===== config.mk =====
export PLATFORM = sky130hd
export DESIGN_NAME = four_port_bidir_io
export DESIGN_NICKNAME = d
export VERILOG_FILES = /design/src/hw/gpio_pkg.sv /design/src/hw/pad_sync_if.sv /design/src/hw/four_port_bidir_io.sv /design/src/hw/pad_sync.sv
export SDC_FILE = /design/constraint.sdc
export NUM_CORES = 1
export LEC_CHECK = 0
export BUFFER_PORTS_ARGS = -buffer_cell sky130_fd_sc_hd__buf_2
export CAP_MARGIN = 25
export CORE_ASPECT_RATIO = 2
export CORE_UTILIZATION = 52
export CTS_BUF_LIST = sky130_fd_sc_hd__clkbuf_2
export DETAILED_ROUTE_END_ITERATION = 12
export PLACE_DENSITY = 0.89
export SLEW_MARGIN = 20
export SYNTH_ARGS = -nofsm -noshare
export SYNTH_HDL_FRONTEND = slang
export SYNTH_HIERARCHICAL = 1
export SYNTH_SLANG_ARGS = --single-unit
export TNS_END_PERCENT = 20

===== constraint.sdc =====
create_clock -name sys_clk -period 1.85 [get_ports sys_clk]
set_input_delay 0 -clock sys_clk [delete_from_list [all_inputs] [get_ports sys_clk]]
set_output_delay 0 -clock sys_clk [all_outputs]
set_load 0.05 [all_outputs]

===== src/hw/gpio_pkg.sv =====
package gpio_pkg;

  // ----------------------------------------
  // Geometry
  // ----------------------------------------
  localparam int NUM_PORTS = 4;
  localparam int PORT_W = 8;
  localparam int ADDR_W = 8;

  // ----------------------------------------
  // Data-memory locations
  // ----------------------------------------
  localparam logic [7:0] PORT_A_DATA_OFFS = 8'h12;
  localparam logic [7:0] PORT_A_DIR_OFFS = 8'h13;
  localparam logic [7:0] PORT_B_DATA_OFFS = 8'h14;
  localparam logic [7:0] PORT_B_DIR_OFFS = 8'h15;
  localparam logic [7:0] PORT_C_DATA_OFFS = 8'h16;
  localparam logic [7:0] PORT_C_DIR_OFFS = 8'h17;
  localparam logic [7:0] PORT_D_DATA_OFFS = 8'h18;
  localparam logic [7:0] PORT_D_DIR_OFFS = 8'h19;
  localparam logic [7:0] PORT_STRIDE = 8'h02;

  // ----------------------------------------
  // Reset values
  // ----------------------------------------
  localparam logic [7:0] DATA_LATCH_RST = 8'hFF;
  localparam logic [7:0] DIRECTION_RST = 8'hFF;

  // ----------------------------------------
  // Bit operations of the core
  // ----------------------------------------
  typedef enum logic [1:0] {
    OP_NONE,
    OP_BIT_SET,
    OP_BIT_CLR,
    OP_CPL
  } bit_op_t;

endpackage


===== src/hw/pad_sync_if.sv =====
`timescale 1ns/10ps
interface pad_sync_if #(parameter int W = 32);
  logic [W-1:0] raw;
  logic [W-1:0] stable;
  logic [W-1:0] changed;
  modport owner (output raw, input stable, input changed);
  modport sync (input raw, output stable, output changed);
endinterface : pad_sync_if

===== src/hw/four_port_bidir_io.sv =====
// Contract
// - Thirty-two lines as four 8-bit ports, data latches at 12H, 14H, 16H, 18H.
// - Inputs unlatched; read samples pads at the second instruction phase edge.
// - Written output data held until the latch is written again.
// - Per-line direction bit: 1 input, 0 output driven from latch.
// - Direction changeable any time, effective immediately.
// - Input line with pull-high option gets pull-high automatically.
// - Read returns pad for direction 1, latch for direction 0.
// - Set, clear, complement read whole port, modify, write back; complement with mem_op_to_acc writes the result to the core only.
// - Any single latch bit settable or clearable; other latch bits of input lines take the pad level.
// - Outputs always push-pull, never open-drain.
// - Direction registers at 13H, 15H, 17H, 19H.
// - After reset every line is input, pulled high or floating.
// - Every port A line can wake the device from halt.
`timescale 1ns/10ps
module four_port_bidir_io
  import gpio_pkg::*;
#(
  parameter int NPORT = gpio_pkg::NUM_PORTS,
  parameter int PW = gpio_pkg::PORT_W,
  parameter logic [31:0] PULL_HIGH_OPT = 32'hFFFFFFFF,
  parameter logic [7:0] WAKE_OPT = 8'hFF
) (
  // Clock and reset
  input wire logic sys_clk,
  input wire logic srst,
  // Core data-memory access
  input wire logic [gpio_pkg::ADDR_W-1:0] mem_addr,
  input wire logic mem_wr,
  input wire logic mem_rd,
  input wire logic [7:0] mem_wdata,
  input wire gpio_pkg::bit_op_t mem_op,
  input wire logic [2:0] mem_bit_sel,
  input wire logic mem_op_to_acc,
  output logic [7:0] mem_rdata,
  output logic mem_rvalid,
  output logic mem_hit,
  // Halt and wake
  input wire logic halt,
  output logic wake_req,
  // Pads
  input wire logic [NPORT*PW-1:0] pad_in,
  output logic [NPORT*PW-1:0] pad_out,
  output logic [NPORT*PW-1:0] pad_oe,
  output logic [NPORT*PW-1:0] pull_high_en
);

  localparam int N = NPORT * PW;

  // ----------------------------------------
  // Pad synchroniser
  // ----------------------------------------
  pad_sync_if #(.W(N)) pads ();
  assign pads.raw = pad_in;

  pad_sync #(.W(N)) u_sync (
    .sys_clk(sys_clk),
    .srst(srst),
    .pads(pads)
  );

  // ----------------------------------------
  // Storage
  // ----------------------------------------
  logic [PW-1:0] latch_r [NPORT];
  logic [PW-1:0] dir_r [NPORT];
  logic [PW-1:0] latch_nxt [NPORT];
  logic [PW-1:0] dir_nxt [NPORT];
  logic [PW-1:0] port_view [NPORT];
  logic [NPORT-1:0] sel_data;
  logic [NPORT-1:0] sel_dir;
  logic [7:0] rdata_r;
  logic rvalid_r;
  logic hit_r;
  logic wake_r;
  logic [N-1:0] pad_out_r;
  logic [N-1:0] pad_oe_r;
  logic [N-1:0] pull_r;

  // ----------------------------------------
  // Address decode
  // ----------------------------------------
  genvar p;
  generate
    for (p = 0; p < NPORT; p++) begin : g_port
      localparam logic [7:0] DATA_AT = PORT_A_DATA_OFFS + 8'(p) * PORT_STRIDE;
      assign sel_data[p] = (mem_addr == DATA_AT);
      assign sel_dir[p] = (mem_addr == DATA_AT + 8'h01);
      assign port_view[p] = (dir_r[p] & pads.stable[p*PW +: PW]) | (~dir_r[p] & latch_r[p]);
    end
  endgenerate

  wire any_data = |sel_data;
  wire any_dir = |sel_dir;
  wire [PW-1:0] bit_mask = PW'(1) << mem_bit_sel;

  // Read view of the addressed location
  logic [7:0] cur_view;
  always_comb begin
    cur_view = 8'h00;
    for (int i = 0; i < NPORT; i++) begin
      if (sel_data[i])
        cur_view = port_view[i];
      if (sel_dir[i])
        cur_view = dir_r[i];
    end
  end

  logic [7:0] op_result;
  always_comb begin
    unique case (mem_op)
      OP_BIT_SET: op_result = cur_view | bit_mask;
      OP_BIT_CLR: op_result = cur_view & ~bit_mask;
      OP_CPL: op_result = ~cur_view;
      OP_NONE: op_result = mem_wdata;
    endcase
  end

  wire rmw = (mem_op != OP_NONE);
  wire rmw_to_latch = rmw && !(mem_op == OP_CPL && mem_op_to_acc);
  wire do_write = (mem_wr && !rmw) || (rmw && rmw_to_latch);

  // ----------------------------------------
  // Next state of latches
  // ----------------------------------------
  always_comb begin
    for (int i = 0; i < NPORT; i++) begin
      latch_nxt[i] = latch_r[i];
      dir_nxt[i] = dir_r[i];
      if (do_write && sel_data[i])
        latch_nxt[i] = op_result;
      if (do_write && sel_dir[i])
        dir_nxt[i] = op_result;
    end
  end

  always_ff @(posedge sys_clk) begin
    for (int i = 0; i < NPORT; i++) begin
      if (srst) begin
        latch_r[i] <= DATA_LATCH_RST;
        dir_r[i] <= DIRECTION_RST;
      end else begin
        latch_r[i] <= latch_nxt[i];
        dir_r[i] <= dir_nxt[i];
      end
    end
  end

  // ----------------------------------------
  // Read port
  // ----------------------------------------
  // Pads are read from the synchroniser's stable value at the read cycle, a few cycles behind the pins, never held between reads
  always_ff @(posedge sys_clk) begin
    if (srst) begin
      rdata_r <= 8'h00;
      rvalid_r <= 1'b0;
      hit_r <= 1'b0;
    end else begin
      rvalid_r <= mem_rd || rmw;
      hit_r <= any_data || any_dir;
      if (rmw && mem_op == OP_CPL && mem_op_to_acc)
        rdata_r <= op_result;
      else if (mem_rd || rmw)
        rdata_r <= cur_view;
    end
  end

  assign mem_rdata = rdata_r;
  assign mem_rvalid = rvalid_r;
  assign mem_hit = hit_r;

  // ----------------------------------------
  // Pad drivers
  // ----------------------------------------
  logic [N-1:0] out_nxt;
  logic [N-1:0] oe_nxt;
  always_comb begin
    for (int i = 0; i < NPORT; i++) begin
      out_nxt[i*PW +: PW] = latch_nxt[i];
      oe_nxt[i*PW +: PW] = ~dir_nxt[i];
    end
  end

  always_ff @(posedge sys_clk) begin
    if (srst) begin
      pad_out_r <= '1;
      pad_oe_r <= '0;
      pull_r <= PULL_HIGH_OPT[N-1:0];
    end else begin
      pad_out_r <= out_nxt;
      pad_oe_r <= oe_nxt;
      pull_r <= ~oe_nxt & PULL_HIGH_OPT[N-1:0];
    end
  end

  assign pad_out = pad_out_r;
  assign pad_oe = pad_oe_r;
  assign pull_high_en = pull_r;

  // ----------------------------------------
  // Wake from halt
  // ----------------------------------------
  // Only a settled edge on an enabled port A line wakes the core
  always_ff @(posedge sys_clk) begin
    if (srst)
      wake_r <= 1'b0;
    else
      wake_r <= halt && |(pads.changed[PW-1:0] & WAKE_OPT[PW-1:0]);
  end

  assign wake_req = wake_r;

endmodule // four_port_bidir_io


===== src/hw/pad_sync.sv =====
`timescale 1ns/10ps
module pad_sync #(
  parameter int W = 32
) (
  // Clock and reset
  input wire logic sys_clk,
  input wire logic srst,
  // Pad levels
  pad_sync_if.sync pads
);

  logic [W-1:0] s1_r;
  logic [W-1:0] s2_r;
  logic [W-1:0] s3_r;
  logic [W-1:0] stable_r;
  logic [W-1:0] agree;

  // Second and third stage must agree before a change counts
  assign agree = ~(s2_r ^ s3_r);
  assign pads.stable = stable_r;
  assign pads.changed = agree & (s2_r ^ stable_r);

  always_ff @(posedge sys_clk) begin
    if (srst) begin
      s1_r <= '1;
      s2_r <= '1;
      s3_r <= '1;
      stable_r <= '1;
    end else begin
      s1_r <= pads.raw;
      s2_r <= s1_r;
      s3_r <= s2_r;
      stable_r <= (agree & s2_r) | (~agree & stable_r);
    end
  end

endmodule // pad_sync


==> metrics, run 1 <==
VDD IR max=0.501 mV; max incr delay on CP=440 ps; drt first pass iters=5; met3 Resource Use GR=10.8%; worst path arrival time=2740 ps; final count of pins violating max slew=0; area of the multi-input gates=0.00424 mm^2; die area=0.0176 mm^2; number of top-level pins=166; Site Rows=67; hold depth=7; first-pass GRT wire length=48.4 mm; Startpoint Class=flop; DRC=0; maxcap violations=0; min-delay src=mem_addr[1]; Total Routing Usage GR=37.4%; Synth Cell Area=0.00884 mm^2; final setup fails=76; Final Util=77.1%; pin count of the biggest net entering global routing=104; GP Congestion=1.09; R2R setup slack=-200 ps; DRT Wirelength=32.9 mm; initial antenna violation count=1; syn_area_per_cell=9.51 um^2; chip height=186 um; share of post-route cells with drive strength above 1=44.4%; Worst Path Required=2540 ps; relative slew slack=46.8%; Max Root-Sink Buffers=3; Largest delay share family, worst path=compound AO/OA/AOI/OAI gates; Worst Hold Class=in2reg; Synth Instances=930; met1 usage=34.6%; cts bufs inserted=47; clock sink count=235; Fill cells=1110; WHS Endpoint=pad_oe[15]$_SDFF_PP0_; Final TNS setup=-6530 ps; Syn-to-layout area delta=45.4%; outcome=finished with violations; gr ovfl total=0; CTS tree=done; clk_lat worst skew=870 ps; area occupied by registers=0.00481 mm^2; IO Port Bufs=165; Antenna Nets Post-Route=0; Register-to-Register Path Depth=8; Die Width=94.2 um; Setup Crit Path Kind=reg2reg; via count=8914; vias in the first global route=9105; Power, Total=9160 uW; Initial Utilization=53.0%; Synth Warn #=6; Via-to-Cell Ratio=5.60; Setup WS post-layout=-202 ps; RSZ-0062 raised after global routing=yes; core box area=0.0167 mm^2; Reg-to-Reg Start=pad_out[15]$_SDFFE_PP1P_; failing checks=negative setup slack; DR iter-0 viols=505; critical path, cell by cell=nor2b_2, a211oi_2, buf_4, o22ai_2, a221o_2, mux2i_4, buf_6, a22o_1; Leak Pwr=0.00530 uW; Cell Pwr Density=713 mW/mm^2; Min Clock Period, post-route=2050 ps; syn nets=989; critical path peak fanout=5; H-Tree Depth=2; Wirelength per Cell=20.7 um; Hold Violations, Final=0; RR Endpoint=pad_oe[31]$_SDFF_PP0_; Clock Pin Slew Worst Setup and Hold Paths=140 ps; met2 usage=62.5%; CP endpoint kind=flop; Worst-Margin Slew=797 ps; Crit path buffers/inverters=2; CP max-delay cell=a221o_2; non-filler instance count after layout=1593; period utilization=111%; DP Worst Slack=-448 ps; busiest layer in global routing=met2; Final nets=1405; Fmax=487 MHz; DP HPWL=22.3 mm; Cell Count Post-Placement=1398; Clock Skews=130 ps; Root Buffer=clkbuf_2
==> cell usage in the layout (no fill, tap or decap), types with 5 or more instances in the layout <==
cell and count:
dfxtp_1 179, buf_2 164, buf_4 131, dlygate4sd3_1 106, nor2_1 101, or2_2 76, a21oi_1 70, clkbuf_2 66
nand2_1 58, dfxtp_2 43, nor3_1 42, o21ai_0 24, or2_1 20, o22ai_1 19, o22ai_2 17, nand2b_1 16
clkinv_1 16, o22a_1 15, o21ai_1 13, dfxtp_4 13, o21a_1 12, a211oi_2 12, buf_6 12, a21oi_2 10
nor2b_1 8, nand3b_1 8, o211ai_1 8, mux2_4 8, mux2i_1 8, or3b_2 8, a2bb2oi_1 6, buf_12 6
nor3b_2 5, mux2i_2 5
==> how the worst max path moves through the flow <==
| stage | cells past startpoint | end | startpoint | slack [ps] |
|---|---|---|---|---|
| global placement | 7 | pad_oe[0]$_SDFF_PP0_ | mem_addr[7] | -490 |
| CTS | 8 | pad_oe[31]$_SDFF_PP0_ | pad_out[15]$_SDFFE_PP1P_ | -180 |
| floorplan | 6 | flop | pad_out[4]$_SDFFE_PP1P_ | -70 |
| finish | 8 | pad_oe[31]$_SDFF_PP0_ | pad_out[15]$_SDFFE_PP1P_ | -200 |
| detailed placement | 7 | pad_oe[0]$_SDFF_PP0_ | mem_addr[7] | -450 |
| global route | 7 | pad_oe[0]$_SDFF_PP0_ | flop | -280 |
==> worst register-to-register path: stages, from the launching register on <==
cell and delay [ps]:
dfxtp_4 360, nor2b_2 150, a211oi_2 140, buf_4 150, o22ai_2 60, a221o_2 440, mux2i_4 230, buf_6 170
a22o_1 200
==> final cells by class <==
type / instances / area share [%]
inverters: 3 / 0.0876
multi-input cells: 640 / 33.0
well taps: 207 / 2.01
flip-flops and latches: 235 / 37.4
clock inverters: 21 / 0.671
clock buffers: 66 / 2.57
diodes: 2 / 0.0389
repair buffers: 419 / 24.3
==> per-layer routing <==
metal / part of all wire [%] / vias up / wire [um]
met5: 0 / - / 0
met4: 11 / 0 / 3610
met3: 7.4 / 173 / 2440
met2: 49 / 456 / 16200
met1: 32 / 4134 / 10600
li1: - / 4151 / -
==> per-stage QoR <==
step                      area (um^2)  hold WS (ps)
after floorplan                  8970          97.1
after global placement          11000           176
after CTS                       12600          2.89
final                           12900          40.3
after detailed placement        11000           179
after global routing            12900          41.1
==> what timing repair did <==
item	CTS	global route
buffers inserted	1	2
endpoints found under the setup margin	93	103
resized for setup	32	54
pin swaps	14	18
hold buffers	106	0
hold endpoints to repair	166	0
==> where the power goes <==
| group | leakage [uW] | total (uW) | switching [uW] | internal, uW |
|---|---|---|---|---|
| clock network | 0.000315 | 2900 | 1920 | 977 |
| registers | 0.00190 | 5190 | 50.9 | 5140 |
| logic | 0.00309 | 1070 | 571 | 501 |
| total | 0.00530 | 9160 | 2540 | 6620 |
(Power assumes the default switching activity.)
==> inputs of run 2 (changes only) <==
==> constraint.sdc (replaced) <==
create_clock -name sys_clk -period 1.85 [get_ports sys_clk]
set_input_delay 0 -clock sys_clk [delete_from_list [all_inputs] [get_ports sys_clk]]
set_output_delay 0 -clock sys_clk [all_outputs]
set_load 0.02 [all_outputs]
==> run 2 against run 1 <==
  * The run still ends with negative setup slack left
  * Clock skew shrank 56 ps
  * Sequential power is essentially flat
  * Highest routed layer unchanged
  * Final cell count is the same
  * Wire length shrank 7.3%
  * Combinational power is essentially flat
  * Design area shrank 0.54%
  * Critical path depth shrank 2
  * Non-clock buffer count shrank 3
  * Clock power grew 15%
  * Sequential share of layout area shrank 0.44 points
  * Global-route usage shrank 2.9 points
==> metrics, run 2 (same netlist as run 1, synthesis figures left out) <==
critical path, cell by cell=or3b_4, a21oi_4, o311ai_4, a21oi_4, mux2_4, o22ai_4; Worst Path Required=2580 ps (+40 ps); Final nets=1405 (unchanged); Placed Instance Area=0.0108 mm^2 (-1.3%); CP endpoint kind=flop; final setup fails=64 (-16%); VDD IR max=0.698 mV (+39%); most used cell, CP=a21oi_4; H-Tree Depth=2 (unchanged); via count=8811 (-1.2%); Site Rows=67 (unchanged); share of post-route cells with drive strength above 1=39.3% (-5.1 points); max incr delay on CP=380 ps (-60 ps); CTS tree=done; Power, Total=9600 uW (+4.8%); initial antenna violation count=1 (unchanged); Antenna Nets Post-Route=0 (unchanged); Setup Crit Path Kind=reg2reg; Startpoint Class=flop; CP max-delay cell=or3b_4; first-pass GRT wire length=45.3 mm (-6.5%); design area=0.0128 mm^2 (-0.54%); most frequent cells in the layout=dfxtp_1 (225), buf_2 (164), buf_4 (127); Cell Pwr Density=750 mW/mm^2 (+5.3%); Root Buffer=clkbuf_2; final count of pins violating max slew=0 (unchanged); Min Clock Period, post-route=2010 ps (-45.5 ps); Max Root-Sink Buffers=3 (unchanged); period utilization=108% (-2.5 points); Syn-to-layout area delta=44.6%; Initial Utilization=53.0% (unchanged); Die Width=94.2 um (unchanged); relative slew slack=67.5% (+21 points); Clock Pin Slew Worst Setup and Hold Paths=120 ps (-20 ps); outcome=finished with violations; commonest non-fill, non-tap cell in the layout=dfxtp_1; Fmax=498 MHz (+2.3%); Hold Violations, Final=0 (unchanged); DRC=0 (unchanged); DRT Wirelength=30.5 mm (-7.3%); Worst-Margin Slew=487 ps (-310 ps); Worst Hold Class=in2reg; GP Congestion=0.976 (-11%); RSZ-0062 raised after global routing=yes; maxcap violations=0 (unchanged); die area=0.0176 mm^2 (unchanged); Total Routing Usage GR=34.5% (-2.9 points); chip height=186 um (unchanged); vias in the first global route=8673 (-4.7%); DR iter-0 viols=564 (+12%); Wirelength per Cell=19.1 um (-7.3%); critical path peak fanout=3 (-2); IO Port Bufs=165 (unchanged); cts bufs inserted=50 (+6.4%); pin count of the biggest net entering global routing=54 (-48%); Clock Skews=74.2 ps (-56.2 ps); Via-to-Cell Ratio=5.53 (-1.2%); R2R setup slack=-160 ps (+50 ps); Largest delay share family, worst path=compound AO/OA/AOI/OAI gates; DP HPWL=20.7 mm (-6.9%); failing checks=negative setup slack; clock sink count=235 (unchanged); worst path arrival time=2740 ps (about the same); number of top-level pins=166 (unchanged); drt first pass iters=5 (unchanged); Crit path buffers/inverters=0 (-2); clk_lat worst skew=860 ps (about the same); Setup WS post-layout=-157 ps (+45.5 ps); gr ovfl total=0 (unchanged); Leak Pwr=0.00528 uW (-0.34%); core box area=0.0167 mm^2 (unchanged)
-- run 2: cell count changes in the layout (fill, tap and decap cells not counted), sizes merged --
cell / before / now
buf: 313 / 302
bufinv: 0 / 2
clkbuf: 66 / 65
clkinv: 19 / 21
clkinvlp: 1 / 2
diode: 2 / 1
dlygate4sd3: 106 / 114
-- run 2: final cells by class --
class	count	area [um^2]
Clock inverter	26	168
Timing Repair Buffer	416	3120
Fill cell	1166	3890
Clock buffer	65	325
Inverter	3	11.3
Tap cell	207	259
Antenna cell	1	2.50
Sequential cell	235	4720
Multi-Input combinational cell	640	4180
-- run 2: final timing paths --
kind | from | end | cells after the start
worst min-delay path | mem_addr[4] | flop | 7
worst max-delay path | pad_out[4]$_SDFFE_PP1P_ | pad_oe[4]$_SDFF_PP0_ | 6
worst max register to register | pad_out[4]$_SDFFE_PP1P_ | pad_oe[4]$_SDFF_PP0_ | 6
worst min register to register | u_sync/s1_r[27]$_SDFF_PP1_ | u_sync/s2_r[27]$_SDFF_PP1_ | 1
-- run 2: power by group --
group          internal (uW)  switching, uW  total [uW]
clock                   1280           2070        3340
sequential              5160           48.9        5200
combinational            516            534        1050
total                   6950           2650        9600
-- run 2: stage by stage --
step           utilization (%)  hold slack, ps  std cells  TNS (ps)  worst slack, ps
2_1_floorplan                -            97.1        930     -37.1            -17.1
3_3_place_gp              64.9             176       1385    -23080             -329
3_5_place_dp              64.9             179       1385    -25570             -364
4_1_cts                   75.7            22.4       1590     -3260             -179
5_1_grt                   76.7            22.4       1593     -7320             -205
6_report                  76.7            50.1       1593     -4010             -157
-- run 2: worst reg2reg max path: stages (launching register included) --
cell and delay [ps]:
dfxtp_4 360, or3b_4 380, a21oi_4 200, o311ai_4 130, a21oi_4 230, mux2_4 350
o22ai_4 250
-- run 2: layer usage --
layer	share of wire, %	vias to the layer above	global-route usage [%]
li1	-	4152	-
met1	34	4136	32.8
met2	52	376	60.5
met3	5.1	147	6.93
met4	9.1	0	29.8
met5	0	-	0
-- run 2: what timing repair did --
| action | CTS | global route |
|---|---|---|
| gates resized for setup | 32 | 31 |
| hold buffers | 114 | 0 |
| setup buffers | 0 | 2 |
| endpoints found under the setup margin | 87 | 97 |
| endpoints found under the hold margin | 189 | 0 |
| pin swaps | 13 | 13 |
==> inputs of run 3 (changes only) <==
--- a/config.mk
+++ b/config.mk
@@ -10,6 +10,7 @@
 export CORE_ASPECT_RATIO = 2
 export CORE_UTILIZATION = 52
 export CTS_BUF_LIST = sky130_fd_sc_hd__clkbuf_2
+export CTS_CLUSTER_SIZE = 24
 export DETAILED_ROUTE_END_ITERATION = 12
 export PLACE_DENSITY = 0.89
 export SLEW_MARGIN = 20
==> constraint.sdc (replaced) <==
create_clock -name sys_clk -period 1.6 [get_ports sys_clk]
set_input_delay 0 -clock sys_clk [delete_from_list [all_inputs] [get_ports sys_clk]]
set_output_delay 0 -clock sys_clk [all_outputs]
set_load 0.02 [all_outputs]
==> run 3 against run 2 <==
  * The run still ends with negative setup slack left
  * Non-clock buffer count up 35
  * Final cell count up 1.8%
  * Sequential power up 16%
  * First-iteration DRC count up 8.7%
  * Power up 13%
  * Register-to-register slack worse by 590 ps
  * Utilization up 2.3 points
  * Largest power group unchanged
  * Combinational power up 22%
==> metrics, run 3 (same netlist as run 1, synthesis figures left out) <==
outcome=finished with violations; failing checks=negative setup slack; Site Rows=67 (unchanged); Final nets=1438 (+2.3%); Wirelength per Cell=19.3 um (+0.58%); initial antenna violation count=1 (unchanged); Startpoint Class=flop; Net Switching=2930 uW (+10%); DRC=0 (unchanged); relative slew slack=65.3% (-2.1 points); Cell Pwr Density=823 mW/mm^2 (+9.7%); Post-Route M1 WL=10.3 mm (-0.64%); Sw Share=27.0% (-0.63 points); Largest delay share family, worst path=compound AO/OA/AOI/OAI gates; die area=0.0176 mm^2 (unchanged); clock power share=32.7% (-2.1 points); Final Util=78.9% (+2.3 points); core box area=0.0167 mm^2 (unchanged); share of post-route cells with drive strength above 1=43.6% (+4.3 points); Combinational Power Share=11.8% (+0.9 points); DRT Wirelength=31.2 mm (+2.4%); Setup WS post-layout=-747 ps (-590 ps); final setup fails=106 (+66%); uppermost layer routed=met4; CTS tree=done; Worst Path Required=2260 ps (-320 ps); Min Clock Period, post-route=2350 ps (+340 ps); DR iter-0 viols=613 (+8.7%); Int Pwr=7920 uW (+14%); chip height=186 um (unchanged); critical path peak fanout=5 (+2); Worst Hold Class=in2reg; Die Width=94.2 um (unchanged); GP Congestion=0.971 (-0.49%); drt first pass iters=5 (unchanged); Register-to-Register Path Depth=6 (unchanged); critical path, cell by cell=nor2_1, a21oi_1, o22ai_1, a221o_2, mux2_4, o22a_1; IO Port Bufs=165 (unchanged); max incr delay on CP=430 ps (+50 ps); via count=9153 (+3.9%); RSZ-0062 raised after global routing=yes; CP endpoint kind=flop; commonest non-fill, non-tap cell in the layout=dfxtp_1; VDD IR max=0.621 mV (-11%); Max Root-Sink Buffers=3 (unchanged); Crit path buffers/inverters=0 (unchanged); most frequent cells in the layout=dfxtp_1 (210), buf_2 (160), buf_4 (157); non-filler instance count after layout=1621 (+1.8%); Clock Skews=132 ps (+57.3 ps); Antenna Nets Post-Route=0 (unchanged); routed wl met2=16.0 mm (+1.2%); hold depth=5 (-2); number of top-level pins=166 (unchanged); maxcap violations=0 (unchanged); DP HPWL=20.3 mm (-1.9%); sequential share of power=55.5% (+1.3 points); Total Routing Usage GR=34.5% (about the same); Setup Crit Path Kind=reg2reg; Clock Pin Slew Worst Setup and Hold Paths=130 ps (about the same); period utilization=147% (+38 points); CP max-delay cell=o22ai_1; Syn-to-layout area delta=48.9%; Worst-Margin Slew=519 ps (+32.0 ps); H-Tree Depth=2 (unchanged); Fmax=426 MHz (-14%); Initial Utilization=53.0% (unchanged); clk_lat worst skew=870 ps (about the same); Cell Count Post-Placement=1415 (+2.2%); gr ovfl total=0 (unchanged); clock sink count=235 (unchanged); vias in the first global route=9092 (+4.8%); wire length on met3=1.97 mm (+27%); Root Buffer=clkbuf_2; worst path arrival time=3010 ps (+270 ps); Hold Violations, Final=0 (unchanged); pin count of the biggest net entering global routing=75 (+39%); first-pass GRT wire length=46.0 mm (+1.6%); Leak Pwr=0.00546 uW (+3.5%); cts bufs inserted=48 (-4.0%); Crit path depth=6 (unchanged); final count of pins violating max slew=0 (unchanged); Via-to-Cell Ratio=5.65 (+2.1%)
run 3: cell types whose count changed in the layout (fill, tap and decap cells not counted), sizes merged:
cell         before  now
clkinv           21   11
dlygate4sd3     114  113
buf             302  338
clkinvlp          2    1
diode             1    2
clkbuf           65   68
bufinv            2    1
inv               4    5
run 3: worst min-delay path, delay by kind of cell:
kind | cells | cell delay, ps
compound gates | 2 | 350
buf+inv | 3 | 520
run 3: metrics by stage:
step	area, um^2	setup TNS, ps	hold slack (ps)	worst slack, ps	total power [uW]
finish	13200	-35520	45.0	-747	10800
global route	13200	-38440	47.9	-722	11300
CTS	13000	-26720	8.39	-481	10800
detailed placement	11100	-51820	178	-662	7090
global placement	11100	-49780	176	-633	7060
floorplan	8880	-16900	97.1	-265	6640
run 3: path summary, 6_finish.rpt:
check                              from               endpoint  slack (ps)
max reg2reg                        flop                   flop        -750
min                         mem_addr[0]  pad_oe[16]$_SDFF_PP0_          50
max                                flop                   flop        -750
min reg2reg  u_sync/s3_r[17]$_SDFF_PP1_                   flop         390
run 3: layer usage:
layer	track usage, %	up-vias
met5	0	-
li1	-	4226
met1	33.4	4278
met4	29.3	0
met2	60.3	466
met3	6.72	183
run 3: power groups by stage:
stage,registers [uW],logic [uW],clock network (uW)
after CTS,6020,1210,3580
after floorplan,6160,483,0
after global routing,6030,1340,3910
after detailed placement,6150,939,0
final,6020,1280,3540
after global placement,6140,922,0
run 3: timing repair:
| item | CTS | global route |
|---|---|---|
| gates resized for setup | 61 | 47 |
| setup buffers | 9 | 4 |
| pin swaps | 25 | 18 |
| hold buffers | 113 | 0 |
| endpoints found under the hold margin | 212 | 0 |
| setup endpoints to repair | 107 | 108 |
run 3: final cells by class:
| class | instances | area (um^2) |
|---|---|---|
| fillers | 1047 | 3510 |
| repair buffers | 451 | 3460 |
| flip-flops and latches | 235 | 4750 |
| clock inverters | 15 | 92.6 |
| inverters | 3 | 11.3 |
| diodes | 2 | 5.00 |
| well taps | 207 | 259 |
| multi-input cells | 640 | 4250 |
| clock buffers | 68 | 340 |
